$ cat src/core/hppc_pkg.sv
// Package of offsets, field positions, reset values and constants for the hub power block
package hppc_pkg;

  // ==========================================================================
  // Geometry
  localparam int NUM_PORTS = 3;
  localparam int ADDR_W = 4;

  // ==========================================================================
  // Register byte offsets
  localparam logic [3:0] CTRL_OFS = 4'h0;
  localparam logic [3:0] STATUS_OFS = 4'h4;
  localparam logic [3:0] DESC_OFS = 4'h8;
  localparam logic [3:0] CLOCK_OFS = 4'hC;

  // ==========================================================================
  // Control register fields
  localparam int CTRL_PWR_LSB = 0;
  localparam int CTRL_GANG_BIT = 3;
  localparam int CTRL_SUSP_BIT = 4;
  localparam logic [4:0] CTRL_RESET = 5'h00;

  // ==========================================================================
  // Status register fields
  localparam int STAT_OC_LSB = 0;
  localparam int STAT_PWR_LSB = 4;
  localparam int STAT_GANG_BIT = 8;
  localparam int STAT_BUS_POWERED_SELECT_BIT = 9;
  localparam int STAT_THREE_BIT = 10;
  localparam int STAT_SUSP_BIT = 11;
  localparam int STAT_SLOW_LSB = 12;

  // ==========================================================================
  // Descriptor register fields
  localparam int DESC_COMPOUND_BIT = 8;
  localparam int DESC_NPORT_LSB = 16;

  // ==========================================================================
  // Clock register fields
  localparam int CLK_XTAL_BIT = 0;
  localparam int CLK_PLLPD_BIT = 1;
  localparam int CLK_OSCPD_BIT = 2;
  localparam int CLK_MULT_LSB = 8;

  // ==========================================================================
  // Hub descriptor removable-field encodings per strap setting
  localparam logic [7:0] REMOV_NONE = 8'h00;
  localparam logic [7:0] REMOV_P1 = 8'h02;
  localparam logic [7:0] REMOV_P12 = 8'h06;
  localparam logic [7:0] REMOV_P123 = 8'h0E;
  localparam logic [1:0] STRAP_NONE = 2'h0;
  localparam logic [1:0] STRAP_P1 = 2'h1;
  localparam logic [1:0] STRAP_P12 = 2'h2;
  localparam logic [1:0] STRAP_ALL = 2'h3;

  // ==========================================================================
  // Clock plan: reference and core frequency in MHz
  localparam int REF_CLK_MHZ = 6;
  localparam int CORE_CLK_MHZ = 48;
  localparam logic [7:0] PLL_MULT = 8'(CORE_CLK_MHZ / REF_CLK_MHZ);

  // ==========================================================================
  // Strap capture delay after reset release, in cycles
  localparam logic [2:0] STRAP_WAIT = 3'h4;

endpackage : hppc_pkg

$ cat src/core/hppc_top.sv
// Hub port power, clock source and descriptor strap logic with Avalon-MM registers
// Behaviour
// - Overcurrent turns off that port's power
// - Ganged: all enables together, any overcurrent
// - Per-port: each port handled on its own
// - Bus/self power times ganged/per-port: four modes
// - Clock-mode low: core runs from PLL
// - Clock-mode high: direct input, PLL powered down
// - Clock-mode high: oscillator cell powered down
// - PLL multiplies 6 MHz to 48 MHz
// - Suspend reached by disabling the clock
// - Port-count pin low three ports, high two
// - Straps 00: removable field all zero
// - Straps 01: bit 1 set
// - Straps 10: bits 1 and 2 set
// - Straps 11: all ports fixed, by count
// - Compound bit set unless straps 00
// - Slew rate follows attached device speed
// - External memory high: ganged from data pin
//
// Decided for this implementation: the register offsets and register access over Avalon-MM.
module hppc_top #(
  parameter int NUM_PORTS = hppc_pkg::NUM_PORTS
) (
  // Clock and reset
  input wire logic core_clk_i,
  input wire logic rst_b_i,
  // Avalon-MM slave
  input wire logic [hppc_pkg::ADDR_W-1:0] avs_address_i,
  input wire logic avs_read_i,
  input wire logic avs_write_i,
  input wire logic [31:0] avs_writedata_i,
  input wire logic [3:0] avs_byteenable_i,
  output logic [31:0] avs_readdata_o,
  output logic avs_waitrequest_o,
  // Port power pins
  input wire logic [NUM_PORTS-1:0] overcurrent_sense_b_i,
  output logic [NUM_PORTS-1:0] port_power_enable_o,
  // Configuration pins
  input wire logic bus_powered_select_i,
  input wire logic external_memory_select_i,
  input wire logic eeprom_data_line_i,
  input wire logic three_port_select_i,
  input wire logic [1:0] fixed_port_straps_i,
  input wire logic clock_mode_i,
  // Downstream speed from transceivers
  input wire logic [NUM_PORTS-1:0] port_low_speed_i,
  output logic [NUM_PORTS-1:0] port_slow_slew_o,
  // Clock source control
  output logic core_clk_from_xtal_o,
  output logic analog_pll_powerdown_o,
  output logic oscillator_powerdown_o,
  output logic [7:0] analog_pll_mult_o,
  output logic core_clk_enable_o,
  output logic suspend_status_o,
  // Hub descriptor fields
  output logic [7:0] device_removable_o,
  output logic hub_compound_o,
  output logic ganged_mode_o,
  output logic bus_powered_o
);

  // ==========================================================================
  // Pin input filter
  localparam int PIN_W = NUM_PORTS + 8;
  logic [PIN_W-1:0] pin_raw;
  logic [PIN_W-1:0] pin_s1_ff;
  logic [PIN_W-1:0] pin_s2_ff;
  logic [PIN_W-1:0] pin_s3_ff;
  logic [PIN_W-1:0] pin_ff;

  // Overcurrent pins are active low, flipped here so all logic is active high
  assign pin_raw = {~overcurrent_sense_b_i, bus_powered_select_i, external_memory_select_i,
                    eeprom_data_line_i, three_port_select_i, fixed_port_straps_i,
                    clock_mode_i, 1'b0};

  // First stage read only by the second; a change counts once stages two and three agree
  always_ff @(posedge core_clk_i or negedge rst_b_i) begin
    if (!rst_b_i) begin
      pin_s1_ff <= '0;
      pin_s2_ff <= '0;
      pin_s3_ff <= '0;
      pin_ff <= '0;
    end else begin
      pin_s1_ff <= pin_raw;
      pin_s2_ff <= pin_s1_ff;
      pin_s3_ff <= pin_s2_ff;
      pin_ff <= (pin_s2_ff & pin_s3_ff) | ((pin_s2_ff | pin_s3_ff) & pin_ff);
    end
  end

  logic [NUM_PORTS-1:0] oc_sync;
  logic bus_pwr_sync;
  logic ext_mem_sync;
  logic data_pin_sync;
  logic np3_sync;
  logic [1:0] straps_sync;
  logic clk_mode_sync;

  assign oc_sync = pin_ff[PIN_W-1 -: NUM_PORTS];
  assign bus_pwr_sync = pin_ff[7];
  assign ext_mem_sync = pin_ff[6];
  assign data_pin_sync = pin_ff[5];
  assign np3_sync = pin_ff[4];
  assign straps_sync = pin_ff[3:2];
  assign clk_mode_sync = pin_ff[1];

  // ==========================================================================
  // Bus handshake: one wait cycle, then the access completes
  logic bus_req;
  logic bus_done;
  logic wait_ff;
  assign bus_req = avs_read_i | avs_write_i;
  assign bus_done = bus_req & ~wait_ff;
  // Waitrequest idles high and drops for the single completing cycle
  always_ff @(posedge core_clk_i or negedge rst_b_i) begin
    if (!rst_b_i) begin
      wait_ff <= 1'b1;
    end else if (bus_done) begin
      wait_ff <= 1'b1;
    end else if (bus_req) begin
      wait_ff <= 1'b0;
    end
  end

  logic wr_ctrl;
  logic wr_status;
  assign wr_ctrl = bus_done & avs_write_i & (avs_address_i == hppc_pkg::CTRL_OFS) &
                   avs_byteenable_i[0];
  assign wr_status = bus_done & avs_write_i & (avs_address_i == hppc_pkg::STATUS_OFS) &
                     avs_byteenable_i[0];

  // ==========================================================================
  // Control register
  logic [NUM_PORTS-1:0] pwr_req_ff;
  logic gang_sw_ff;
  logic suspend_ff;
  always_ff @(posedge core_clk_i or negedge rst_b_i) begin
    if (!rst_b_i) begin
      pwr_req_ff <= hppc_pkg::CTRL_RESET[hppc_pkg::CTRL_PWR_LSB +: NUM_PORTS];
      gang_sw_ff <= hppc_pkg::CTRL_RESET[hppc_pkg::CTRL_GANG_BIT];
      suspend_ff <= hppc_pkg::CTRL_RESET[hppc_pkg::CTRL_SUSP_BIT];
    end else if (wr_ctrl) begin
      pwr_req_ff <= avs_writedata_i[hppc_pkg::CTRL_PWR_LSB +: NUM_PORTS];
      gang_sw_ff <= avs_writedata_i[hppc_pkg::CTRL_GANG_BIT];
      suspend_ff <= avs_writedata_i[hppc_pkg::CTRL_SUSP_BIT];
    end
  end

  // ==========================================================================
  // Power mode selection
  logic ganged;
  logic [NUM_PORTS-1:0] port_exists;
  // With external memory selected the shared pin carries the ganged setting
  assign ganged = ext_mem_sync ? data_pin_sync : gang_sw_ff;
  // Two-port hub keeps the third port permanently unpowered
  always_comb begin
    port_exists = '1;
    if (np3_sync) begin
      port_exists[NUM_PORTS-1] = 1'b0;
    end
  end

  // ==========================================================================
  // Overcurrent sticky flags; a new event beats a same-cycle clear
  logic [NUM_PORTS-1:0] oc_flag_ff;
  logic [NUM_PORTS-1:0] oc_clr;

  assign oc_clr = wr_status ? avs_writedata_i[hppc_pkg::STAT_OC_LSB +: NUM_PORTS] : '0;

  always_ff @(posedge core_clk_i or negedge rst_b_i) begin
    if (!rst_b_i) begin
      oc_flag_ff <= '0;
    end else begin
      oc_flag_ff <= (oc_flag_ff & ~oc_clr) | (oc_sync & port_exists);
    end
  end

  // ==========================================================================
  // Port power enables
  logic [NUM_PORTS-1:0] nxt_pwr;
  logic [NUM_PORTS-1:0] pwr_ff;
  logic oc_any;
  assign oc_any = |(oc_flag_ff | (oc_sync & port_exists));
  always_comb begin
    if (ganged) begin
      // One request bit and any overcurrent steer every port at once
      nxt_pwr = (pwr_req_ff[0] && !oc_any) ? port_exists : '0;
    end else begin
      // Each port only sees its own request and its own sense line
      nxt_pwr = pwr_req_ff & ~oc_flag_ff & ~oc_sync & port_exists;
    end
  end

  always_ff @(posedge core_clk_i or negedge rst_b_i) begin
    if (!rst_b_i) begin
      pwr_ff <= '0;
    end else begin
      pwr_ff <= nxt_pwr;
    end
  end
  assign port_power_enable_o = pwr_ff;

  // ==========================================================================
  // Mode outputs, registered for clean pins
  logic ganged_ff;
  logic bus_pwr_ff;
  always_ff @(posedge core_clk_i or negedge rst_b_i) begin
    if (!rst_b_i) begin
      ganged_ff <= 1'b0;
      bus_pwr_ff <= 1'b0;
    end else begin
      ganged_ff <= ganged;
      bus_pwr_ff <= bus_pwr_sync;
    end
  end

  assign ganged_mode_o = ganged_ff;
  assign bus_powered_o = bus_pwr_ff;

  // ==========================================================================
  // Slew selection follows the speed reported by each transceiver
  logic [NUM_PORTS-1:0] slew_ff;
  always_ff @(posedge core_clk_i or negedge rst_b_i) begin
    if (!rst_b_i) begin
      slew_ff <= '0;
    end else begin
      slew_ff <= port_low_speed_i & port_exists;
    end
  end

  assign port_slow_slew_o = slew_ff;

  // ==========================================================================
  // Clock source control
  logic xtal_ff;
  logic pll_pd_ff;
  logic osc_pd_ff;
  logic clk_en_ff;
  logic susp_out_ff;
  logic [7:0] mult_ff; // Fixed 6 to 48 multiplier, unused while bypassed
  // Suspend stops the clock, so only a stoppable crystal allows low power
  always_ff @(posedge core_clk_i or negedge rst_b_i) begin
    if (!rst_b_i) begin
      xtal_ff <= 1'b0;
      pll_pd_ff <= 1'b0;
      osc_pd_ff <= 1'b0;
      clk_en_ff <= 1'b1;
      susp_out_ff <= 1'b0;
      mult_ff <= 8'h00;
    end else begin
      xtal_ff <= clk_mode_sync;
      pll_pd_ff <= clk_mode_sync | suspend_ff;
      osc_pd_ff <= clk_mode_sync | suspend_ff;
      clk_en_ff <= ~suspend_ff;
      susp_out_ff <= suspend_ff;
      mult_ff <= hppc_pkg::PLL_MULT;
    end
  end

  assign core_clk_from_xtal_o = xtal_ff;
  assign analog_pll_powerdown_o = pll_pd_ff;
  assign oscillator_powerdown_o = osc_pd_ff;
  assign core_clk_enable_o = clk_en_ff;
  assign suspend_status_o = susp_out_ff;
  assign analog_pll_mult_o = mult_ff;

  // ==========================================================================
  // Strap capture after reset release; later changes are ignored
  logic [2:0] strap_cnt_ff;
  logic strap_done_ff;
  logic [1:0] straps_ff;
  logic np3_ff;
  always_ff @(posedge core_clk_i or negedge rst_b_i) begin
    if (!rst_b_i) begin
      strap_cnt_ff <= 3'h0;
      strap_done_ff <= 1'b0;
      straps_ff <= 2'h0;
      np3_ff <= 1'b0;
    end else if (!strap_done_ff) begin
      if (strap_cnt_ff == hppc_pkg::STRAP_WAIT) begin
        strap_done_ff <= 1'b1;
        straps_ff <= straps_sync;
        np3_ff <= np3_sync;
      end else begin
        strap_cnt_ff <= strap_cnt_ff + 3'h1;
      end
    end
  end

  // ==========================================================================
  // Hub descriptor fields from straps
  logic [7:0] nxt_remov;
  logic [7:0] remov_ff;
  logic compound_ff;
  always_comb begin
    case (straps_ff)
      hppc_pkg::STRAP_NONE: nxt_remov = hppc_pkg::REMOV_NONE;
      hppc_pkg::STRAP_P1: nxt_remov = hppc_pkg::REMOV_P1;
      hppc_pkg::STRAP_P12: nxt_remov = hppc_pkg::REMOV_P12;
      hppc_pkg::STRAP_ALL: nxt_remov = np3_ff ? hppc_pkg::REMOV_P12 : hppc_pkg::REMOV_P123;
      default: nxt_remov = hppc_pkg::REMOV_NONE;
    endcase
  end

  always_ff @(posedge core_clk_i or negedge rst_b_i) begin
    if (!rst_b_i) begin
      remov_ff <= 8'h00;
      compound_ff <= 1'b0;
    end else begin
      remov_ff <= nxt_remov;
      compound_ff <= (straps_ff != hppc_pkg::STRAP_NONE);
    end
  end

  assign device_removable_o = remov_ff;
  assign hub_compound_o = compound_ff;

  // ==========================================================================
  // Read data mux, registered while waitrequest is still high
  logic [31:0] nxt_rdata;
  logic [31:0] rdata_ff;

  always_comb begin
    nxt_rdata = 32'h0000_0000;
    case (avs_address_i)
      hppc_pkg::CTRL_OFS: begin
        nxt_rdata[hppc_pkg::CTRL_PWR_LSB +: NUM_PORTS] = pwr_req_ff;
        nxt_rdata[hppc_pkg::CTRL_GANG_BIT] = gang_sw_ff;
        nxt_rdata[hppc_pkg::CTRL_SUSP_BIT] = suspend_ff;
      end
      hppc_pkg::STATUS_OFS: begin
        nxt_rdata[hppc_pkg::STAT_OC_LSB +: NUM_PORTS] = oc_flag_ff;
        nxt_rdata[hppc_pkg::STAT_PWR_LSB +: NUM_PORTS] = pwr_ff;
        nxt_rdata[hppc_pkg::STAT_GANG_BIT] = ganged_ff;
        nxt_rdata[hppc_pkg::STAT_BUS_POWERED_SELECT_BIT] = bus_pwr_ff;
        nxt_rdata[hppc_pkg::STAT_THREE_BIT] = ~np3_ff;
        nxt_rdata[hppc_pkg::STAT_SUSP_BIT] = susp_out_ff;
        nxt_rdata[hppc_pkg::STAT_SLOW_LSB +: NUM_PORTS] = slew_ff;
      end
      hppc_pkg::DESC_OFS: begin
        nxt_rdata[7:0] = remov_ff;
        nxt_rdata[hppc_pkg::DESC_COMPOUND_BIT] = compound_ff;
        nxt_rdata[hppc_pkg::DESC_NPORT_LSB +: 2] = np3_ff ? 2'h2 : 2'h3;
      end
      hppc_pkg::CLOCK_OFS: begin
        nxt_rdata[hppc_pkg::CLK_XTAL_BIT] = xtal_ff;
        nxt_rdata[hppc_pkg::CLK_PLLPD_BIT] = pll_pd_ff;
        nxt_rdata[hppc_pkg::CLK_OSCPD_BIT] = osc_pd_ff;
        nxt_rdata[hppc_pkg::CLK_MULT_LSB +: 8] = mult_ff;
      end
      default: nxt_rdata = 32'h0000_0000;
    endcase
  end

  always_ff @(posedge core_clk_i or negedge rst_b_i) begin
    if (!rst_b_i) begin
      rdata_ff <= 32'h0000_0000;
    end else if (avs_read_i && wait_ff) begin
      rdata_ff <= nxt_rdata;
    end
  end

  assign avs_readdata_o = rdata_ff;
  assign avs_waitrequest_o = wait_ff;

endmodule : hppc_top

$ cat config.mk
export PLATFORM = sky130hd
export DESIGN_NAME = hppc_top
export DESIGN_NICKNAME = d
export VERILOG_FILES = /design/src/core/hppc_pkg.sv /design/src/core/hppc_top.sv
export SDC_FILE = /design/constraint.sdc
export NUM_CORES = 1
export LEC_CHECK = 0
export ABC_CLOCK_PERIOD_IN_PS = 4170
export BUFFER_PORTS_ARGS = -buffer_cell sky130_fd_sc_hd__clkbuf_2
export CAP_MARGIN = 30
export CORE_AREA = 2 2 85 87
export CTS_BUF_LIST = sky130_fd_sc_hd__clkbuf_8
export CTS_CLUSTER_SIZE = 25
export DETAILED_ROUTE_END_ITERATION = 10
export DIE_AREA = 0 0 87 89
export PLACE_DENSITY = 0.81
export SLEW_MARGIN = 20
export SYNTH_ARGS = -nofsm -noshare
export SYNTH_HDL_FRONTEND = slang
export SYNTH_SLANG_ARGS = --single-unit
export TNS_END_PERCENT = 30
$ cat constraint.sdc
create_clock -name core_clk_i -period 4.17 [get_ports core_clk_i]
set_clock_uncertainty 0.15 [all_clocks]
set_input_delay 1.0425 -clock core_clk_i [delete_from_list [all_inputs] [get_ports core_clk_i]]
set_output_delay 1.0425 -clock core_clk_i [all_outputs]
set_load 0.02 [all_outputs]
==> out/results.txt <==
The run finished with clean final reports. The total power density per cell area works out to 496.0 mW/mm^2. Adding up every negative setup slack in the final design gives 0 ps. Summed over all layers, the global routing overflow is 0.

Relative to the synthesized area, the layout overhead comes to 15.54%. Entering global routing, the biggest net connects 58 pins. The leakage power total was 1.828 nW; the number of max-cap violations was 0. The internal portion of the total power is 1.336 mW. In this run the mean area of a mapped cell was 14.24 um^2.

The data required time at the worst endpoint was 2980 ps. The adder-cell share of the synthesized area is 0.03855, and the count of mapped cells out of synthesis is 228. The number of endpoints with negative hold slack in the final report is 0. The power share of the combinational group is 0.137. The slowest stage of the critical path belongs to the cell dfstp_2. The logs give 0 for the number of antenna cells inserted and 0.003246 mm^2 for the total standard cell area after synthesis.

The design draws 1.860 mW. The tools report the total detailed-routing wirelength as 5135 um. Number of unique standard cell types used by synthesis: 39. Subtracting the final worst setup slack from the clock period gives 2303 ps.

Setup repair after global routing left no endpoint under its margin. STA classifies the critical path endpoint as a primary output. The clock net in this run drives a total of 88 sinks. The Yosys step of the flow raised 0 warnings. The maximum count of clock buffers along a single path was 2.

The level count of the clock H-tree is 3. The run gives 0.5723 as the worst-case headroom to the max-slew limit. The kind of cell with the highest combined delay along the critical path is flip-flops.

The tools report the kind of start point of the critical path as a register. The final layout net count came out at 352. Setup violations remaining at the end of the flow were counted as 0.

The total global-route track usage was 0.1460; the routed wire length per instance was 13.58 um. The first detailed-routing pass ran for 4 iterations. Number of hold buffers added after cts: 0. After clock tree synthesis, the setup repair step added 0 buffers. The area share of the leading cell type in the synthesized netlist came out at 0.6631.

The total area inside the core boundary comes to 0.006719 mm^2. In this run, post-CTS repair resized a total of 0 instances. The vertical die dimension is 89 um.

The initial antenna violation count came out at 0. The post-synthesis simple-gate area fraction is 0.06862, and the average via count per standard cell is 4.788. For the pin with the worst max-slew slack, the measured transition is 640.0 ps. Clock tree synthesis inserted a total of 9 buffers. TritonCTS built the clock tree. The largest fanout of any net on the critical path is 6, and the number of input and output port buffers inserted is 61. The tools report the sequential-to-total area share from yosys stat as 0.6793.

The most used flip-flop cell after synthesis is dfrtp_1. The share of the clock period used by the worst path after layout is 0.5523. The critical path data arrival time was 1110 ps; the synthesized-area fraction occupied by ao, oa, aoi and oai cells was 0.06284. Counting flops and latches in the post-synthesis netlist gives 88. The root buffer cell chosen for the clock tree is clkbuf_8.

The xor and xnor area share after synthesis works out to 0.008096. For the clock network fraction of design power, the log shows 0.328. The layout cell share with drive strength beyond 1 is 0.3221, and the via count of the first global-routing pass is 1790. The switching portion of total power is 0.2818. Type of the worst setup path: register to primary output.

The depth of the most critical reg-to-reg path is 3, and the detailed router's first-iteration violation count is 77. Pin placement for this block handled 120 I/O pins. The critical path goes through clkbuf_2. The CTS clock-pin slew for the worst setup and hold paths is 90 ps. In this design, the stage delay of the slowest critical-path cell is 580 ps. The initial standard-cell utilization of the core was 0.4831; the buffers plus inverters on the worst setup path was 1. The number of placement rows was 30; the area enclosed by the die boundary was 0.007743 mm^2. The most area-hungry cell type in the Yosys netlist was dfrtp_1. For the worst-skew pair, the clock arrives at the later sink with an insertion delay of 350 ps.

The async set-or-reset flop fraction in the synthesized netlist works out to 1.000. The horizontal die dimension was 87 um; the critical path depth in cells was 1. The first global-routing pass estimated 8514 um of wire.

For this run, design rule violations remaining after detail routing come to 0. The maximum frequency from static timing analysis is 434.2 MHz, and the final antenna-violating net count is 0. The number of max-slew violations in the final report came out at 0. The min-delay analysis places its worst path in the category register to register. IR analysis of the VDD net gives a maximum drop of 0.1792 mV. Counting instances, the worst hold path has a depth of 0. The HPWL after detailed placement is 3613 um. In the post-synthesis netlist, the biggest area contributors are dfrtp_1, buf_4, mux2_2. The run gives 0.534 as the part of the power in registers. By area, the combinational part of the netlist is dominated by buffers and inverters. The portion of netlist area occupied by mux cells is 0.05281, and the count of flip-flops with a built-in enable after synthesis is 0. Routability-driven placement finished with a final weighted congestion of 0.8425. The logs give 0.5240 mW for the net switching power of the design and 1810 for the total via count after detailed routing.
==> placed cells by master, fill, tap and decap left out, drive strengths merged, types with 2 or more instances in the layout <==
cell type	Yosys	final
dfrtp	86	86
clkbuf	4	71
conb	2	29
nand2	13	13
inv	9	12
a22o	11	11
maj3	10	10
mux2	10	10
o21ai	6	6
a21oi	4	4
nand3	3	3
nand3b	3	3
xnor2	3	3
nor2	2	2
nor3	2	2
nor3b	2	2
and3	2	2
or2	2	2
a21o	2	2
mux4	2	2
ha	2	2
dfstp	2	2
buf	32	2
==> stage by stage <==
step	setup slack, ps	cell area (um^2)	hold slack, ps	cells	utilization
after global routing	1821	3750	215.0	378	0.5581
after CTS	1855	3745	194.3	377	0.5574
after global placement	1643	3505	182.4	360	0.5216
after detailed placement	1599	3532	184.7	361	0.5257
final	1867	3750	192.0	378	0.5581
after floorplan	1971	3347	181.2	255	-
==> metal layers <==
layer  track usage  vias up  part of all wire
met4       0.07813        0             0.021
li1              -      856                 -
met5             0        -                 0
met3       0.03416       11             0.066
met2        0.2290       85              0.45
met1        0.1904      858              0.46
==> worst paths after layout <==
check / from / end / slack, ps
worst max-delay path: avs_waitrequest_o$_DFFE_PN1P_ / avs_waitrequest_o / 1870
worst min-delay path: pin_s1_ff[1]$_DFF_PN0_ / pin_s2_ff[1]$_DFF_PN0_ / 190
worst max register to register: avs_waitrequest_o$_DFFE_PN1P_ / pwr_req_ff[1]$_DFFE_PN0P_ / 2410
worst min register to register: pin_s1_ff[1]$_DFF_PN0_ / pin_s2_ff[1]$_DFF_PN0_ / 190
max in group asynchronous: rst_b_i / core_clk_enable_o$_DFF_PN1_ / 2770
min in group asynchronous: rst_b_i / avs_readdata_o[8]$_DFFE_PN0P_ / 460
==> cell families after synthesis <==
group / Yosys count
AND/OR/NAND/NOR: 37
buffers and inverters: 45
other: 2
AO/OA/AOI/OAI: 28
adder cells (fa/ha/maj): 12
multiplexers: 13
flip-flops: 88
XOR/XNOR: 3
==> cell type report <==
| type | instances | area [um^2] |
|---|---|---|
| clock inverters | 6 | 75.07 |
| flip-flops and latches | 88 | 2205 |
| multi-input cells | 122 | 858.3 |
| clock buffers | 10 | 137.6 |
| fillers | 562 | 2969 |
| repair buffers | 63 | 340.3 |
| inverters | 9 | 33.78 |
| well taps | 80 | 100.1 |
==> power by group through the flow <==
stage / sequential [mW] / combinational, mW / clock, mW
4_1_cts: 0.994 / 0.257 / 0.628
3_5_place_dp: 1.01 / 0.257 / 0
3_3_place_gp: 1.01 / 0.248 / 0
2_1_floorplan: 1.04 / 0.144 / 0
5_1_grt: 1.00 / 0.281 / 0.664
6_report: 0.994 / 0.255 / 0.611
==> flip-flops by register name, indices dropped and copies added, names as in the netlist, 2 cells and up <==
| signal | count |
|---|---|
| pwr_req_ff | 3 |
| pin_s1_ff | 10 |
| straps_ff | 2 |
| device_removable_o | 2 |
| avs_readdata_o | 16 |
| strap_cnt_ff | 3 |
| port_slow_slew_o | 3 |
| oc_flag_ff | 3 |
| pin_s2_ff | 10 |
| pin_ff | 10 |
| pin_s3_ff | 10 |
| port_power_enable_o | 3 |
==> Yosys cell counts, types with 2 or more instances <==
library cell	number
ha_1	2
maj3_1	10
nor2_1	2
buf_4	30
nand2_1	13
conb_1	2
a21oi_1	4
mux4_2	2
dfrtp_1	86
o21ai_0	6
clkbuf_1	4
a21o_1	2
xnor2_1	3
or2_2	2
and3_1	2
dfstp_2	2
nand3_1	3
nor3_1	2
nor3b_1	2
mux2_2	9
a22o_1	11
nand3b_1	3
inv_1	9
buf_2	2
Power figures use the tool's default switching activity.
